File: src/design/cpu_exec_regs.svh
// opcodes, bus constants and flag bit positions of the execution core
`ifndef CPU_EXEC_REGS_SVH
`define CPU_EXEC_REGS_SVH

`define OP_PREFIX_Y        8'h18
`define OP_BUMP_ACC_A      8'h4c
`define OP_BUMP_ACC_B      8'h5c
`define OP_BUMP_MEM_EXT    8'h7c
`define OP_BUMP_MEM_IDX    8'h6c
`define OP_SP_BUMP         8'h31
`define OP_PTR_BUMP        8'h08
`define OP_JUMP_EXT        8'h7e
`define OP_JUMP_IDX        8'h6e
`define OP_CALL_PAGE       8'h9d
`define OP_CALL_EXT        8'hbd
`define OP_CALL_IDX        8'had
`define OP_LOAD_A_IMM      8'h86
`define OP_LOAD_A_PAGE     8'h96
`define OP_LOAD_A_EXT      8'hb6
`define OP_LOAD_A_IDX      8'ha6
`define OP_LOAD_B_IMM      8'hc6
`define OP_LOAD_B_PAGE     8'hd6
`define OP_LOAD_B_EXT      8'hf6
`define OP_LOAD_B_IDX      8'he6

`define IDLE_ADDR          16'hffff
`define PAGE_ZERO_HI       8'h00
`define OVF_OPERAND        8'h7f
`define BYTE_ZERO          8'h00
`define WORD_ZERO          16'h0000
`define WORD_ONE           16'h0001
`define BYTE_ONE           8'h01

`define FLAG_C             0
`define FLAG_V             1
`define FLAG_Z             2
`define FLAG_N             3

`endif

File: src/design/cpu_exec_pkg.sv
// types shared by the execution core and its flag unit
package cpu_exec_pkg;

  typedef enum logic [3:0] {
    st_fetch,
    st_operand1,
    st_operand2,
    st_index_idle,
    st_ea_read,
    st_modify_idle,
    st_ea_write,
    st_stack_read,
    st_pointer_idle,
    st_push_lo,
    st_push_hi
  } exec_state_t;

  typedef enum logic [2:0] {
    cls_bump_acc,
    cls_bump_mem,
    cls_sp_bump,
    cls_ptr_bump,
    cls_jump,
    cls_call,
    cls_load,
    cls_unknown
  } op_class_t;

  typedef enum logic [2:0] {
    md_no_operand,
    md_immediate,
    md_page_zero,
    md_sixteen_bit,
    md_offset_from_pointer
  } addr_mode_t;

  typedef struct packed {
    op_class_t  cls;
    addr_mode_t mode;
    logic       acc_b;
  } decode_t;

  typedef struct packed {
    logic [15:0] addr;
    logic [7:0]  data;
    logic        rw;
  } bus_t;

  typedef struct packed {
    logic [7:0] value;
    logic       n;
    logic       z;
    logic       v;
  } byte_result_t;

endpackage : cpu_exec_pkg

File: src/design/cpu_exec_core.sv
// execution core for increments, jumps, calls and byte loads
`include "cpu_exec_regs.svh"

module cpu_exec_core #(
  parameter logic [15:0] START_PC    = 16'h0000,
  parameter logic [15:0] START_SP    = 16'h00ff,
  parameter logic [7:0]  START_FLAGS = 8'h00
) (
  input  wire logic                ref_clk_in,
  input  wire logic                reset_n_in,
  input  wire logic [7:0]          data_in,
  output      cpu_exec_pkg::bus_t  bus_out,
  output      logic [7:0]          acc_a_out,
  output      logic [7:0]          acc_b_out,
  output      logic [15:0]         first_pointer_out,
  output      logic [15:0]         second_pointer_out,
  output      logic [15:0]         stack_pointer_out,
  output      logic [15:0]         program_counter_out,
  output      logic [7:0]          flag_register_out,
  output      logic                unknown_opcode_out
);
  import cpu_exec_pkg::*;

  // opcode classification; prefix only valid before pointer-relative forms and the pointer bump
  function automatic decode_t decode_op(input logic [7:0] op, input logic pre);
    decode_t d;
    d = '{cls: cls_unknown, mode: md_no_operand, acc_b: 1'b0};
    case (op)
      `OP_BUMP_ACC_A:   d = '{cls: cls_bump_acc, mode: md_no_operand, acc_b: 1'b0};
      `OP_BUMP_ACC_B:   d = '{cls: cls_bump_acc, mode: md_no_operand, acc_b: 1'b1};
      `OP_BUMP_MEM_EXT: d = '{cls: cls_bump_mem, mode: md_sixteen_bit, acc_b: 1'b0};
      `OP_BUMP_MEM_IDX: d = '{cls: cls_bump_mem, mode: md_offset_from_pointer, acc_b: 1'b0};
      `OP_SP_BUMP:      d = '{cls: cls_sp_bump, mode: md_no_operand, acc_b: 1'b0};
      `OP_PTR_BUMP:     d = '{cls: cls_ptr_bump, mode: md_no_operand, acc_b: 1'b0};
      `OP_JUMP_EXT:     d = '{cls: cls_jump, mode: md_sixteen_bit, acc_b: 1'b0};
      `OP_JUMP_IDX:     d = '{cls: cls_jump, mode: md_offset_from_pointer, acc_b: 1'b0};
      `OP_CALL_PAGE:    d = '{cls: cls_call, mode: md_page_zero, acc_b: 1'b0};
      `OP_CALL_EXT:     d = '{cls: cls_call, mode: md_sixteen_bit, acc_b: 1'b0};
      `OP_CALL_IDX:     d = '{cls: cls_call, mode: md_offset_from_pointer, acc_b: 1'b0};
      `OP_LOAD_A_IMM:   d = '{cls: cls_load, mode: md_immediate, acc_b: 1'b0};
      `OP_LOAD_A_PAGE:  d = '{cls: cls_load, mode: md_page_zero, acc_b: 1'b0};
      `OP_LOAD_A_EXT:   d = '{cls: cls_load, mode: md_sixteen_bit, acc_b: 1'b0};
      `OP_LOAD_A_IDX:   d = '{cls: cls_load, mode: md_offset_from_pointer, acc_b: 1'b0};
      `OP_LOAD_B_IMM:   d = '{cls: cls_load, mode: md_immediate, acc_b: 1'b1};
      `OP_LOAD_B_PAGE:  d = '{cls: cls_load, mode: md_page_zero, acc_b: 1'b1};
      `OP_LOAD_B_EXT:   d = '{cls: cls_load, mode: md_sixteen_bit, acc_b: 1'b1};
      `OP_LOAD_B_IDX:   d = '{cls: cls_load, mode: md_offset_from_pointer, acc_b: 1'b1};
      default:          d = '{cls: cls_unknown, mode: md_no_operand, acc_b: 1'b0};
    endcase
    if (pre && !(d.mode == md_offset_from_pointer || d.cls == cls_ptr_bump)) begin
      d = '{cls: cls_unknown, mode: md_no_operand, acc_b: 1'b0};
    end
    return d;
  endfunction : decode_op

  // bus word presented during a given state, from that state's register values
  function automatic bus_t bus_for(input exec_state_t st, input logic [15:0] pc,
                                   input logic [15:0] sp, input logic [15:0] ea,
                                   input logic [7:0] tmp);
    bus_t b;
    b = '{addr: pc, data: `BYTE_ZERO, rw: 1'b1};
    case (st)
      st_index_idle,
      st_modify_idle,
      st_pointer_idle: b = '{addr: `IDLE_ADDR, data: `BYTE_ZERO, rw: 1'b1};
      st_ea_read:      b = '{addr: ea, data: `BYTE_ZERO, rw: 1'b1};
      st_ea_write:     b = '{addr: ea, data: tmp, rw: 1'b0};
      st_stack_read:   b = '{addr: sp, data: `BYTE_ZERO, rw: 1'b1};
      st_push_lo:      b = '{addr: sp, data: pc[7:0], rw: 1'b0};
      st_push_hi:      b = '{addr: sp, data: pc[15:8], rw: 1'b0};
      default:         b = '{addr: pc, data: `BYTE_ZERO, rw: 1'b1};
    endcase
    return b;
  endfunction : bus_for

  exec_state_t  state_ff,   nxt_state;
  logic [15:0]  pc_ff,      nxt_pc;
  logic [15:0]  sp_ff,      nxt_sp;
  logic [15:0]  x_ff,       nxt_x;
  logic [15:0]  y_ff,       nxt_y;
  logic [7:0]   acc_a_ff,   nxt_acc_a;
  logic [7:0]   acc_b_ff,   nxt_acc_b;
  logic [7:0]   flags_ff,   nxt_flags;
  logic [7:0]   opcode_ff,  nxt_opcode;
  logic         prefix_ff,  nxt_prefix;
  logic [15:0]  ea_ff,      nxt_ea;
  logic [7:0]   tmp_ff,     nxt_tmp;
  bus_t         bus_ff,     nxt_bus;
  logic         unknown_ff, nxt_unknown;

  decode_t      dec;
  logic [15:0]  base_ptr;
  logic [15:0]  idx_ea;
  logic [15:0]  ptr_sum;
  logic         unit_bump;
  logic [7:0]   unit_operand;
  byte_result_t unit_res;

  assign dec      = decode_op(opcode_ff, prefix_ff);
  assign base_ptr = prefix_ff ? y_ff : x_ff;
  // offset is unsigned: zero-extended, never sign-extended
  assign idx_ea   = base_ptr + {`PAGE_ZERO_HI, tmp_ff};
  assign ptr_sum  = base_ptr + `WORD_ONE;

  // the unit sees the accumulator only in the inherent bump cycle
  assign unit_bump    = (dec.cls == cls_bump_acc) || (dec.cls == cls_bump_mem);
  assign unit_operand = (state_ff == st_operand1 && dec.cls == cls_bump_acc) ?
                        (dec.acc_b ? acc_b_ff : acc_a_ff) : data_in;

  byte_flag_unit u_flag_unit (
    .bump_in    (unit_bump),
    .operand_in (unit_operand),
    .result_out (unit_res)
  );

  always_comb begin
    nxt_state   = state_ff;
    nxt_pc      = pc_ff;
    nxt_sp      = sp_ff;
    nxt_x       = x_ff;
    nxt_y       = y_ff;
    nxt_acc_a   = acc_a_ff;
    nxt_acc_b   = acc_b_ff;
    nxt_flags   = flags_ff;
    nxt_opcode  = opcode_ff;
    nxt_prefix  = prefix_ff;
    nxt_ea      = ea_ff;
    nxt_tmp     = tmp_ff;
    nxt_unknown = 1'b0;

    case (state_ff)
      st_fetch: begin
        nxt_opcode = data_in;
        nxt_pc     = pc_ff + `WORD_ONE;
        if (data_in == `OP_PREFIX_Y && !prefix_ff) begin
          nxt_prefix = 1'b1;
        end else begin
          nxt_state = st_operand1;
        end
      end
      st_operand1: begin
        if (dec.mode == md_no_operand) begin
          // inherent forms read the next byte and throw it away
          case (dec.cls)
            cls_bump_acc: begin
              if (dec.acc_b) begin
                nxt_acc_b = unit_res.value;
              end else begin
                nxt_acc_a = unit_res.value;
              end
              nxt_flags[`FLAG_N] = unit_res.n;
              nxt_flags[`FLAG_Z] = unit_res.z;
              nxt_flags[`FLAG_V] = unit_res.v;
              nxt_state = st_fetch;
            end
            cls_sp_bump:  nxt_state = st_stack_read;
            cls_ptr_bump: nxt_state = st_pointer_idle;
            default: begin
              nxt_unknown = 1'b1;
              nxt_state   = st_fetch;
            end
          endcase
        end else begin
          nxt_pc = pc_ff + `WORD_ONE;
          case (dec.mode)
            md_immediate: begin
              if (dec.acc_b) begin
                nxt_acc_b = unit_res.value;
              end else begin
                nxt_acc_a = unit_res.value;
              end
              nxt_flags[`FLAG_N] = unit_res.n;
              nxt_flags[`FLAG_Z] = unit_res.z;
              nxt_flags[`FLAG_V] = unit_res.v;
              nxt_state = st_fetch;
            end
            md_page_zero: begin
              nxt_ea    = {`PAGE_ZERO_HI, data_in};
              nxt_state = st_ea_read;
            end
            md_sixteen_bit: begin
              nxt_ea    = {data_in, ea_ff[7:0]};
              nxt_state = st_operand2;
            end
            default: begin
              nxt_tmp   = data_in;
              nxt_state = st_index_idle;
            end
          endcase
        end
      end
      st_operand2: begin
        nxt_pc = pc_ff + `WORD_ONE;
        nxt_ea = {ea_ff[15:8], data_in};
        if (dec.cls == cls_jump) begin
          nxt_pc    = {ea_ff[15:8], data_in};
          nxt_state = st_fetch;
        end else begin
          nxt_state = st_ea_read;
        end
      end
      st_index_idle: begin
        nxt_ea = idx_ea;
        if (dec.cls == cls_jump) begin
          nxt_pc    = idx_ea;
          nxt_state = st_fetch;
        end else begin
          nxt_state = st_ea_read;
        end
      end
      st_ea_read: begin
        case (dec.cls)
          cls_load: begin
            if (dec.acc_b) begin
              nxt_acc_b = unit_res.value;
            end else begin
              nxt_acc_a = unit_res.value;
            end
            nxt_flags[`FLAG_N] = unit_res.n;
            nxt_flags[`FLAG_Z] = unit_res.z;
            nxt_flags[`FLAG_V] = unit_res.v;
            nxt_state = st_fetch;
          end
          cls_bump_mem: begin
            nxt_tmp            = unit_res.value;
            nxt_flags[`FLAG_N] = unit_res.n;
            nxt_flags[`FLAG_Z] = unit_res.z;
            nxt_flags[`FLAG_V] = unit_res.v;
            nxt_state          = st_modify_idle;
          end
          // call reads its target once and ignores the byte
          default: nxt_state = st_push_lo;
        endcase
      end
      st_modify_idle: nxt_state = st_ea_write;
      st_ea_write:    nxt_state = st_fetch;
      st_stack_read: begin
        nxt_sp    = sp_ff + `WORD_ONE;
        nxt_state = st_fetch;
      end
      st_pointer_idle: begin
        if (prefix_ff) begin
          nxt_y = ptr_sum;
        end else begin
          nxt_x = ptr_sum;
        end
        nxt_flags[`FLAG_Z] = (ptr_sum == `WORD_ZERO);
        nxt_state = st_fetch;
      end
      st_push_lo: begin
        // pc already points past the instruction: plus two or plus three
        nxt_sp    = sp_ff - `WORD_ONE;
        nxt_state = st_push_hi;
      end
      st_push_hi: begin
        nxt_sp    = sp_ff - `WORD_ONE;
        nxt_pc    = ea_ff;
        nxt_state = st_fetch;
      end
      default: nxt_state = st_fetch;
    endcase

    if (nxt_state == st_fetch && state_ff != st_fetch) begin
      nxt_prefix = 1'b0;
    end
    // bus is registered: the next state's word is prepared one cycle early
    nxt_bus = bus_for(nxt_state, nxt_pc, nxt_sp, nxt_ea, nxt_tmp);
  end

  always_ff @(posedge ref_clk_in) begin
    if (!reset_n_in) begin
      state_ff   <= st_fetch;
      pc_ff      <= START_PC;
      sp_ff      <= START_SP;
      x_ff       <= `WORD_ZERO;
      y_ff       <= `WORD_ZERO;
      acc_a_ff   <= `BYTE_ZERO;
      acc_b_ff   <= `BYTE_ZERO;
      flags_ff   <= START_FLAGS;
      opcode_ff  <= `BYTE_ZERO;
      prefix_ff  <= 1'b0;
      ea_ff      <= `WORD_ZERO;
      tmp_ff     <= `BYTE_ZERO;
      bus_ff     <= '{addr: START_PC, data: `BYTE_ZERO, rw: 1'b1};
      unknown_ff <= 1'b0;
    end else begin
      state_ff   <= nxt_state;
      pc_ff      <= nxt_pc;
      sp_ff      <= nxt_sp;
      x_ff       <= nxt_x;
      y_ff       <= nxt_y;
      acc_a_ff   <= nxt_acc_a;
      acc_b_ff   <= nxt_acc_b;
      flags_ff   <= nxt_flags;
      opcode_ff  <= nxt_opcode;
      prefix_ff  <= nxt_prefix;
      ea_ff      <= nxt_ea;
      tmp_ff     <= nxt_tmp;
      bus_ff     <= nxt_bus;
      unknown_ff <= nxt_unknown;
    end
  end

  assign bus_out             = bus_ff;
  assign acc_a_out           = acc_a_ff;
  assign acc_b_out           = acc_b_ff;
  assign first_pointer_out   = x_ff;
  assign second_pointer_out  = y_ff;
  assign stack_pointer_out   = sp_ff;
  assign program_counter_out = pc_ff;
  assign flag_register_out   = flags_ff;
  assign unknown_opcode_out  = unknown_ff;

endmodule : cpu_exec_core

File: src/design/byte_flag_unit.sv
// byte increment or pass-through with negative, zero and overflow flags
`include "cpu_exec_regs.svh"

module byte_flag_unit (
  input  wire logic                        bump_in,
  input  wire logic [7:0]                  operand_in,
  output      cpu_exec_pkg::byte_result_t  result_out
);
  import cpu_exec_pkg::*;

  logic [7:0] value;

  always_comb begin
    value = bump_in ? operand_in + `BYTE_ONE : operand_in;
    result_out.value = value;
    result_out.n = value[7];
    result_out.z = (value == `BYTE_ZERO);
    // a load always clears overflow
    result_out.v = bump_in && (operand_in == `OVF_OPERAND);
  end

endmodule : byte_flag_unit

File: config.mk
export PLATFORM = sky130hd
export DESIGN_NAME = cpu_exec_core
export DESIGN_NICKNAME = d
export VERILOG_FILES = /design/src/design/cpu_exec_pkg.sv /design/src/design/cpu_exec_core.sv /design/src/design/byte_flag_unit.sv
export VERILOG_INCLUDE_DIRS = /design/src /design/src/design
export SDC_FILE = /design/constraint.sdc
export NUM_CORES = 1
export LEC_CHECK = 0
export ABC_AREA = 1
export BUFFER_PORTS_ARGS = -buffer_cell sky130_fd_sc_hd__clkbuf_2
export CAP_MARGIN = 20
export CELL_PAD_IN_SITES_DETAIL_PLACEMENT = 0
export CELL_PAD_IN_SITES_GLOBAL_PLACEMENT = 2
export CORE_MARGIN = 3
export CORE_UTILIZATION = 34
export DETAILED_ROUTE_END_ITERATION = 8
export GPL_ROUTABILITY_DRIVEN = 0
export PLACE_DENSITY_LB_ADDON = 0.1
export SLEW_MARGIN = 20
export SYNTH_ARGS = -nofsm -noshare
export SYNTH_HDL_FRONTEND = slang
export SYNTH_SLANG_ARGS = --single-unit
File: constraint.sdc
create_clock -name ref_clk_in -period 8.01 [get_ports ref_clk_in]
set_input_delay 0.801 -clock ref_clk_in [delete_from_list [all_inputs] [get_ports ref_clk_in]]
set_output_delay 0.801 -clock ref_clk_in [all_outputs]
set_load 0.005 [all_outputs]
==> run_summary.xml, run 1 <==
<?xml version="1.0" encoding="UTF-8"?>
<metrics>
  <group name="outcome">
    <metric name="status" unit="">complete, no violations</metric>
  </group>
  <group name="critical_path">
    <metric name="cpLargestDelayFamily" unit="">compound AO/OA/AOI/OAI gates</metric>
    <metric name="worstPathMaxFanout" unit="">15</metric>
    <metric name="timing.critical_path.arrival" unit="ns">4.57</metric>
    <metric name="worst-endpoint-required" unit="ns">8.31</metric>
    <metric name="cp.buffers_inverters" unit="">5</metric>
    <metric name="r2r.worst_path.cells" unit="">23</metric>
    <metric name="slowest_stage" unit="">sky130_fd_sc_hd__inv_1</metric>
    <metric name="setup.reg_to_reg.worst_slack" unit="ns">3.75</metric>
    <metric name="crit_type" unit="">flop to flop</metric>
    <metric name="start_kind" unit="">flop</metric>
    <metric name="timing.critical_path.cells" unit="">inv_1 -&gt; nor2_1 -&gt; inv_1 -&gt; nor2_1 -&gt; buf_4 -&gt; nor2_1 -&gt; inv_1 -&gt; ha_1 -&gt; a21oi_1 -&gt; o21ai_0 -&gt; nor2_1 -&gt; o21ai_0 -&gt; a21boi_0 -&gt; o21ai_0 -&gt; nand2_1 -&gt; nand2_1 -&gt; nand2_1 -&gt; nand3_1 -&gt; o21ai_0 -&gt; inv_1 -&gt; o21ai_0 -&gt; nor2_1 -&gt; a21oi_2</metric>
    <metric name="worst-path-stages" unit="">23</metric>
    <metric name="cpPeakStageDelay" unit="ns">0.40</metric>
    <metric name="endpoint_kind" unit="">flop</metric>
  </group>
  <group name="floorplan">
    <metric name="dieWidth" unit="um">177</metric>
    <metric name="start_util" unit="">0.351</metric>
    <metric name="io_pins" unit="">124</metric>
    <metric name="die_height" unit="um">177</metric>
    <metric name="num_rows" unit="">61</metric>
    <metric name="die-area" unit="um^2">31300</metric>
    <metric name="core" unit="um^2">28300</metric>
  </group>
  <group name="sta">
    <metric name="final_max_slew_viol_count" unit="">0</metric>
    <metric name="fin_worst_skew" unit="ns">0.0166</metric>
    <metric name="hold-worst-slack" unit="ns">0.485</metric>
    <metric name="maxSlewHeadroom" unit="">0.319</metric>
    <metric name="max_slew.worst_pin.slew" unit="ns">1.02</metric>
    <metric name="setup_viol_count_final" unit="">0</metric>
    <metric name="layout_min_cycle_time" unit="ns">4.26</metric>
    <metric name="final.setup.tns" unit="ns">0</metric>
    <metric name="final.period_utilization" unit="">0.532</metric>
    <metric name="finalHoldViolations" unit="">0</metric>
    <metric name="rsz0062_at_grt" unit="">false</metric>
    <metric name="achievable-frequency" unit="MHz">234</metric>
  </group>
  <group name="grt">
    <metric name="groute.usage.overall" unit="">0.244</metric>
    <metric name="antenna_violations_before_repair" unit="">1</metric>
    <metric name="global_route.peak_usage_layer" unit="">met2</metric>
    <metric name="grt_first_pass_wirelength" unit="um">59000</metric>
    <metric name="grt_use_met2" unit="">0.377</metric>
    <metric name="gr_overflow_total" unit="">0</metric>
    <metric name="grt_start_max_net_pins" unit="">78</metric>
    <metric name="first_global_vias" unit="">10000</metric>
    <metric name="met3_usage" unit="">0.0378</metric>
    <metric name="use_met1" unit="">0.354</metric>
  </group>
  <group name="clocking">
    <metric name="clk_latency" unit="ns">0.44</metric>
    <metric name="tritoncts_clock_tree" unit="">yes</metric>
    <metric name="ctsHoldBuffers" unit="">0</metric>
    <metric name="cts-root-to-sink-buffers" unit="">2</metric>
    <metric name="cts_htree_levels" unit="">4</metric>
    <metric name="clkSlewWorstSetupHoldPaths" unit="ns">0.08</metric>
    <metric name="clock_tree.root_cell" unit="">sky130_fd_sc_hd__clkbuf_16</metric>
    <metric name="cts_inserted_buffers" unit="">17</metric>
    <metric name="postCtsSetupBuffers" unit="">0</metric>
    <metric name="cts.sink_count" unit="">146</metric>
    <metric name="cts_resized" unit="">0</metric>
  </group>
  <group name="synthesis">
    <metric name="synthesis.instances" unit="">1560</metric>
    <metric name="yosys_cell_types" unit="">57</metric>
    <metric name="yosys_warnings" unit="">0</metric>
    <metric name="ys.flop_type" unit="">sky130_fd_sc_hd__dfxtp_1</metric>
    <metric name="postSynth.asyncResetShare" unit="">0</metric>
    <metric name="number_of_enable_flip_flop_cells_after_synthesis" unit="">0</metric>
    <metric name="yosys_register_bits" unit="">146</metric>
    <metric name="synth.cell_area" unit="um^2">9940</metric>
    <metric name="synth_sequential_area_ratio" unit="">0.294</metric>
    <metric name="avgSynthCellArea" unit="um^2">6.37</metric>
  </group>
  <group name="routing">
    <metric name="detail_route.drc_violations" unit="">0</metric>
    <metric name="drtPass1Iterations" unit="">6</metric>
    <metric name="vias" unit="">10500</metric>
    <metric name="avgViaCountPerCell" unit="">5.11</metric>
    <metric name="route.detailed.wl_per_inst" unit="um">18.6</metric>
    <metric name="detailedRoute.firstIterationViolations" unit="">726</metric>
    <metric name="postRouteAntennaNets" unit="">0</metric>
    <metric name="detail_route.wirelength" unit="um">38000</metric>
  </group>
  <group name="worst_hold_path">
    <metric name="number_of_cells_on_the_worst_hold_path" unit="">2</metric>
    <metric name="timing.hold.worst.class" unit="">flop to flop</metric>
  </group>
  <group name="power">
    <metric name="power.density" unit="nW/um^2">163</metric>
    <metric name="leakage" unit="nW">5.51</metric>
    <metric name="power.ir.vdd_worst" unit="uV">139</metric>
  </group>
  <group name="finish">
    <metric name="area_growth_syn_to_layout" unit="%">14.9</metric>
    <metric name="nets" unit="">1694</metric>
    <metric name="final_common_cell" unit="">sky130_fd_sc_hd__nand2_1</metric>
    <metric name="drive_above_1_share" unit="">0.148</metric>
    <metric name="layout_common_cells" unit="">sky130_fd_sc_hd__nand2_1 (338), sky130_fd_sc_hd__inv_1 (232), sky130_fd_sc_hd__o21ai_0 (154), sky130_fd_sc_hd__nor2_1 (152), sky130_fd_sc_hd__dfxtp_1 (146)</metric>
    <metric name="fill_cells" unit="">3157</metric>
  </group>
  <group name="placement">
    <metric name="place.detailed.hpwl" unit="um">29200</metric>
    <metric name="placement.io_buffers" unit="">118</metric>
  </group>
  <group name="flow_run">
    <metric name="cap_violations" unit="">0</metric>
  </group>
</metrics>
[final timing paths]
check / startpoint / endpoint
max: state_ff[1] / bus_out[22]
min: first_pointer_out[1] / first_pointer_out[1]
max reg2reg: state_ff[1] / bus_out[22]
min reg2reg: first_pointer_out[1] / first_pointer_out[1]
[stage by stage]
stage	area, um^2	std cells	util	power, mW	worst slack, ns
after floorplan	9960	1564	-	0.972	4.72
after global placement	10800	2016	0.383	1.07	3.88
after detailed placement	10800	2016	0.383	1.07	3.82
after CTS	11400	2048	0.403	1.88	3.81
after global routing	11400	2049	0.403	1.95	3.09
final	11400	2049	0.403	1.86	3.75
[cells in the mapped netlist, types with 2 or more instances]
| library cell | count | share of area |
|---|---|---|
| sky130_fd_sc_hd__nor2_4 | 4 | 0.0045 |
| sky130_fd_sc_hd__o21ai_0 | 154 | 0.078 |
| sky130_fd_sc_hd__o21ai_2 | 3 | 0.0026 |
| sky130_fd_sc_hd__nand2_4 | 5 | 0.0057 |
| sky130_fd_sc_hd__o211ai_1 | 20 | 0.015 |
| sky130_fd_sc_hd__nand3_4 | 3 | 0.0053 |
| sky130_fd_sc_hd__a21oi_1 | 120 | 0.060 |
| sky130_fd_sc_hd__a22oi_1 | 12 | 0.0091 |
| sky130_fd_sc_hd__or2_2 | 16 | 0.010 |
| sky130_fd_sc_hd__xor2_1 | 24 | 0.021 |
| sky130_fd_sc_hd__nor2_2 | 14 | 0.0088 |
| sky130_fd_sc_hd__ha_1 | 25 | 0.031 |
| sky130_fd_sc_hd__dfxtp_1 | 146 | 0.29 |
| sky130_fd_sc_hd__a31oi_1 | 9 | 0.0057 |
| sky130_fd_sc_hd__o22ai_1 | 13 | 0.0082 |
| sky130_fd_sc_hd__clkbuf_1 | 37 | 0.014 |
| sky130_fd_sc_hd__xnor2_1 | 8 | 0.0070 |
| sky130_fd_sc_hd__buf_4 | 7 | 0.0053 |
| sky130_fd_sc_hd__o21ai_1 | 8 | 0.0040 |
| sky130_fd_sc_hd__a21oi_2 | 10 | 0.0088 |
| sky130_fd_sc_hd__o2111ai_1 | 6 | 0.0053 |
| sky130_fd_sc_hd__nand2_2 | 8 | 0.0050 |
| sky130_fd_sc_hd__inv_1 | 232 | 0.088 |
| sky130_fd_sc_hd__nor3_1 | 18 | 0.0091 |
| sky130_fd_sc_hd__o31ai_1 | 2 | 0.0015 |
| sky130_fd_sc_hd__nand4_1 | 14 | 0.0088 |
| sky130_fd_sc_hd__nor4_1 | 5 | 0.0031 |
| sky130_fd_sc_hd__o21bai_1 | 11 | 0.0083 |
| sky130_fd_sc_hd__buf_1 | 2 | 0.00076 |
| sky130_fd_sc_hd__inv_2 | 10 | 0.0038 |
| sky130_fd_sc_hd__nand2_1 | 338 | 0.13 |
| sky130_fd_sc_hd__clkinv_1 | 2 | 0.00076 |
| sky130_fd_sc_hd__nand3b_1 | 8 | 0.0060 |
| sky130_fd_sc_hd__nand3_2 | 2 | 0.0020 |
| sky130_fd_sc_hd__nand3_1 | 68 | 0.034 |
| sky130_fd_sc_hd__fa_1 | 2 | 0.0040 |
| sky130_fd_sc_hd__o21a_1 | 12 | 0.0091 |
| sky130_fd_sc_hd__nor2_1 | 154 | 0.058 |
| sky130_fd_sc_hd__nor3_2 | 2 | 0.0020 |
| sky130_fd_sc_hd__buf_6 | 3 | 0.0034 |
| sky130_fd_sc_hd__buf_2 | 7 | 0.0035 |
[cell type report]
type | count | area [um^2] | area share
Multi-Input combinational cell | 1118 | 5860 | 0.513
Sequential cell | 146 | 2920 | 0.256
Inverter | 244 | 916 | 0.0802
Timing Repair Buffer | 130 | 681 | 0.0596
Tap cell | 378 | 473 | 0.0414
Clock buffer | 18 | 439 | 0.0385
Clock inverter | 14 | 131 | 0.0115
Antenna cell | 1 | 2.50 | 0.000219
[worst reg2reg max path: stages (launching register included)]
cell and delay [ns]:
sky130_fd_sc_hd__dfxtp_1 0.37, sky130_fd_sc_hd__inv_1 0.09, sky130_fd_sc_hd__nor2_1 0.32, sky130_fd_sc_hd__inv_1 0.13, sky130_fd_sc_hd__nor2_1 0.14, sky130_fd_sc_hd__buf_4 0.22, sky130_fd_sc_hd__nor2_1 0.13, sky130_fd_sc_hd__inv_1 0.40
sky130_fd_sc_hd__ha_1 0.30, sky130_fd_sc_hd__a21oi_1 0.11, sky130_fd_sc_hd__o21ai_0 0.22, sky130_fd_sc_hd__nor2_1 0.08, sky130_fd_sc_hd__o21ai_0 0.35, sky130_fd_sc_hd__a21boi_0 0.22, sky130_fd_sc_hd__o21ai_0 0.30, sky130_fd_sc_hd__nand2_1 0.12
sky130_fd_sc_hd__nand2_1 0.07, sky130_fd_sc_hd__nand2_1 0.05, sky130_fd_sc_hd__nand3_1 0.06, sky130_fd_sc_hd__o21ai_0 0.09, sky130_fd_sc_hd__inv_1 0.08, sky130_fd_sc_hd__o21ai_0 0.07, sky130_fd_sc_hd__nor2_1 0.17, sky130_fd_sc_hd__a21oi_2 0.04
[metal layers]
layer	vias up	routed length, um
li1	5282	-
met1	4847	18400
met2	301	16700
met3	48	2250
met4	0	660
met5	-	0
[flip-flops by register name (all words and copies together) (netlist names)]
name,flops
state_ff,4
acc_b_out,8
opcode_ff,8
prefix_ff,1
first_pointer_out,16
acc_a_out,8
bus_out,25
tmp_ff,8
second_pointer_out,16
unknown_opcode_out,1
stack_pointer_out,16
program_counter_out,16
flag_register_out,3
ea_ff,16
[kinds of logic after synthesis]
kind of cell	after synthesis	synth area share
flip-flops	146	0.294
multiplexers	1	0.00101
other	1	0.000377
adder cells (fa/ha/maj)	27	0.0355
AO/OA/AOI/OAI	388	0.224
AND/OR/NAND/NOR	665	0.298
buffers and inverters	300	0.119
XOR/XNOR	32	0.0282
[power by group]
| part | total [mW] | leakage (nW) | internal, mW | switching [mW] |
|---|---|---|---|---|
| clock network | 0.812 | 0.281 | 0.422 | 0.390 |
| logic | 0.265 | 4.04 | 0.0810 | 0.184 |
| registers | 0.788 | 1.19 | 0.758 | 0.0294 |
| total | 1.86 | 5.51 | 1.26 | 0.603 |
(Power assumes the default switching activity.)
==> run 2: changes to the inputs <==
--- a/config.mk
+++ b/config.mk
@@ -12,7 +12,7 @@
 export CELL_PAD_IN_SITES_DETAIL_PLACEMENT = 0
 export CELL_PAD_IN_SITES_GLOBAL_PLACEMENT = 2
 export CORE_MARGIN = 3
-export CORE_UTILIZATION = 34
+export CORE_UTILIZATION = 29
 export DETAILED_ROUTE_END_ITERATION = 8
 export GPL_ROUTABILITY_DRIVEN = 0
 export PLACE_DENSITY_LB_ADDON = 0.1
==> constraint.sdc (replaced) <==
create_clock -name ref_clk_in -period 3.9 [get_ports ref_clk_in]
set_input_delay 0.39 -clock ref_clk_in [delete_from_list [all_inputs] [get_ports ref_clk_in]]
set_output_delay 0.39 -clock ref_clk_in [all_outputs]
set_load 0.005 [all_outputs]
==> run_summary.xml, run 2 (synthesized netlist as in run 1, its figures left out) <==
<?xml version="1.0" encoding="UTF-8"?>
<metrics>
  <group name="outcome">
    <metric name="status" unit="">complete, no violations</metric>
  </group>
  <group name="finish">
    <metric name="area_growth_syn_to_layout" unit="%">19.1</metric>
    <metric name="ant_diodes" unit="">0</metric>
    <metric name="number_of_flip_flops_in_the_largest_register" unit="">25</metric>
    <metric name="fill_cells" unit="">3821</metric>
    <metric name="drive_above_1_share" unit="">0.164</metric>
    <metric name="finished_layout_cells" unit="">2149</metric>
    <metric name="nets" unit="">1725</metric>
    <metric name="final_common_cell" unit="">sky130_fd_sc_hd__nand2_1</metric>
    <metric name="layout_common_cells" unit="">sky130_fd_sc_hd__nand2_1 (338), sky130_fd_sc_hd__inv_1 (232), sky130_fd_sc_hd__nor2_1 (152), sky130_fd_sc_hd__o21ai_0 (152), sky130_fd_sc_hd__dfxtp_1 (145)</metric>
    <metric name="finish.instance_area" unit="um^2">11800</metric>
  </group>
  <group name="grt">
    <metric name="grt_start_max_net_pins" unit="">56</metric>
    <metric name="gr_overflow_total" unit="">0</metric>
    <metric name="antenna_violations_before_repair" unit="">1</metric>
    <metric name="groute.usage.overall" unit="">0.225</metric>
    <metric name="first_global_vias" unit="">10200</metric>
    <metric name="grt_first_pass_wirelength" unit="um">62400</metric>
  </group>
  <group name="sta">
    <metric name="final.setup.tns" unit="ns">0</metric>
    <metric name="max_slew.worst_pin.slew" unit="ns">0.941</metric>
    <metric name="final.period_utilization" unit="">0.893</metric>
    <metric name="achievable-frequency" unit="MHz">287</metric>
    <metric name="setup_viol_count_final" unit="">0</metric>
    <metric name="finalWorstSetupSlack" unit="ns">0.416</metric>
    <metric name="maxSlewHeadroom" unit="">0.368</metric>
    <metric name="layout_min_cycle_time" unit="ns">3.48</metric>
    <metric name="rsz0062_at_grt" unit="">false</metric>
    <metric name="fin_worst_skew" unit="ns">0.0129</metric>
    <metric name="finalHoldViolations" unit="">0</metric>
    <metric name="final_max_slew_viol_count" unit="">0</metric>
  </group>
  <group name="routing">
    <metric name="postRouteAntennaNets" unit="">0</metric>
    <metric name="detail_route.wirelength" unit="um">40800</metric>
    <metric name="detailedRoute.firstIterationViolations" unit="">799</metric>
    <metric name="route.detailed.wl_per_inst" unit="um">19.0</metric>
    <metric name="detail_route.drc_violations" unit="">0</metric>
    <metric name="avgViaCountPerCell" unit="">4.87</metric>
    <metric name="drtPass1Iterations" unit="">5</metric>
    <metric name="vias" unit="">10500</metric>
  </group>
  <group name="clocking">
    <metric name="cts_htree_levels" unit="">4</metric>
    <metric name="tritoncts_clock_tree" unit="">yes</metric>
    <metric name="cts_inserted_buffers" unit="">17</metric>
    <metric name="clkSlewWorstSetupHoldPaths" unit="ns">0.07</metric>
    <metric name="clk_latency" unit="ns">0.45</metric>
    <metric name="cts-root-to-sink-buffers" unit="">2</metric>
    <metric name="ctsHoldBuffers" unit="">0</metric>
    <metric name="clock_tree.root_cell" unit="">sky130_fd_sc_hd__clkbuf_16</metric>
    <metric name="cts.sink_count" unit="">146</metric>
  </group>
  <group name="floorplan">
    <metric name="start_util" unit="">0.295</metric>
    <metric name="io_pins" unit="">124</metric>
    <metric name="die-area" unit="um^2">36500</metric>
    <metric name="core" unit="um^2">33700</metric>
    <metric name="dieWidth" unit="um">191</metric>
    <metric name="num_rows" unit="">67</metric>
    <metric name="die_height" unit="um">191</metric>
  </group>
  <group name="critical_path">
    <metric name="timing.critical_path.arrival" unit="ns">3.80</metric>
    <metric name="cpPeakStageDelay" unit="ns">0.41</metric>
    <metric name="worst-endpoint-required" unit="ns">4.22</metric>
    <metric name="timing.rr.start" unit="">prefix_ff</metric>
    <metric name="worstPathMaxFanout" unit="">16</metric>
    <metric name="crit_path_frequent_cell" unit="">sky130_fd_sc_hd__nand2_1</metric>
    <metric name="endpoint_kind" unit="">flop</metric>
    <metric name="r2r.worst_path.cells" unit="">19</metric>
    <metric name="start_kind" unit="">flop</metric>
    <metric name="slowest_stage" unit="">sky130_fd_sc_hd__dfxtp_4</metric>
    <metric name="timing.critical_path.cells" unit="">o21ai_0 -&gt; inv_1 -&gt; ha_1 -&gt; inv_1 -&gt; nor3_1 -&gt; nand2_1 -&gt; nand2_1 -&gt; nand2_1 -&gt; a21oi_1 -&gt; nand2_1 -&gt; nor2_1 -&gt; xor2_1 -&gt; nand2_1 -&gt; o211ai_1 -&gt; nand4_1 -&gt; nand2_1 -&gt; nand2_1 -&gt; inv_1 -&gt; a21oi_1</metric>
    <metric name="crit_path_from" unit="">prefix_ff</metric>
    <metric name="crit_type" unit="">flop to flop</metric>
  </group>
  <group name="placement">
    <metric name="preCtsSetupSlack" unit="ns">0.104</metric>
    <metric name="placed_area" unit="um^2">11200</metric>
    <metric name="placement.io_buffers" unit="">118</metric>
    <metric name="place.detailed.hpwl" unit="um">32000</metric>
    <metric name="placed_cells" unit="">2117</metric>
  </group>
  <group name="worst_hold_path">
    <metric name="min_from" unit="">data_in[5]</metric>
    <metric name="number_of_cells_on_the_worst_hold_path" unit="">3</metric>
    <metric name="timing.hold.worst.class" unit="">input port to flop</metric>
  </group>
  <group name="power">
    <metric name="totalPowerFinal" unit="mW">4.12</metric>
    <metric name="fraction_of_power_consumed_by_sequential_logic" unit="">0.392</metric>
    <metric name="power.ir.vdd_worst" unit="uV">317</metric>
    <metric name="switching_share" unit="">0.296</metric>
    <metric name="power.net_switching" unit="mW">1.22</metric>
    <metric name="intPower" unit="mW">2.90</metric>
    <metric name="comb_power_share" unit="">0.139</metric>
    <metric name="p_clk_frac" unit="">0.469</metric>
    <metric name="power.density" unit="nW/um^2">348</metric>
    <metric name="leakage" unit="nW">5.70</metric>
  </group>
  <group name="flow_run">
    <metric name="cap_violations" unit="">0</metric>
  </group>
</metrics>
run 2: per-layer routing:
metal	global-route usage	up-vias	routed length, um
li1	-	5321	-
met5	0	-	0
met2	0.354	245	18200
met1	0.319	4857	20000
met4	0.0598	0	842
met3	0.0369	38	1860
run 2: path summary, 6_finish.rpt:
| check | to | slack (ns) |
|---|---|---|
| worst max register to register | bus_out[4] | 0.42 |
| worst max-delay path | bus_out[4] | 0.42 |
| worst min register to register | first_pointer_out[1] | 0.47 |
| worst min-delay path | opcode_ff[5] | 0.41 |
run 2: layout make-up:
class	instances	area (um^2)	share of cell area
Inverter	244	916	0.0774
Sequential cell	146	2930	0.247
Clock inverter	14	225	0.0190
Timing Repair Buffer	161	913	0.0772
Clock buffer	18	439	0.0371
Multi-Input combinational cell	1118	5860	0.495
Tap cell	448	561	0.0474
run 2: worst max-delay path: cells and delay by family (launching register included):
kind / cells / cell delay, ns
and+or+nand+nor: 10 / 1.14
AOI/OAI and AO/OA: 4 / 0.75
DFF: 1 / 0.41
adders and majority gates: 1 / 0.37
xor gates and xnor gates: 1 / 0.34
buffers and inverters: 3 / 0.32
run 2: repair_timing:
item | in CTS | in global routing
gates resized for setup | 0 | 5
buffers inserted | 0 | 0
setup endpoints to repair | 0 | 23
run 2: stage by stage:
step | util | hold slack, ns
final | 0.351 | 0.408
after global routing | 0.351 | 0.404
after CTS | 0.351 | 0.381
after detailed placement | 0.331 | 0.474
after global placement | 0.331 | 0.470
after floorplan | - | 0.455
run 2: power by group through the flow:
stage | logic, mW | registers, mW | clock network [mW]
final | 0.572 | 1.62 | 1.93
after global routing | 0.643 | 1.63 | 2.03
after CTS | 0.574 | 1.62 | 1.98
after detailed placement | 0.570 | 1.65 | 0
after global placement | 0.575 | 1.65 | 0
after floorplan | 0.362 | 1.64 | 0
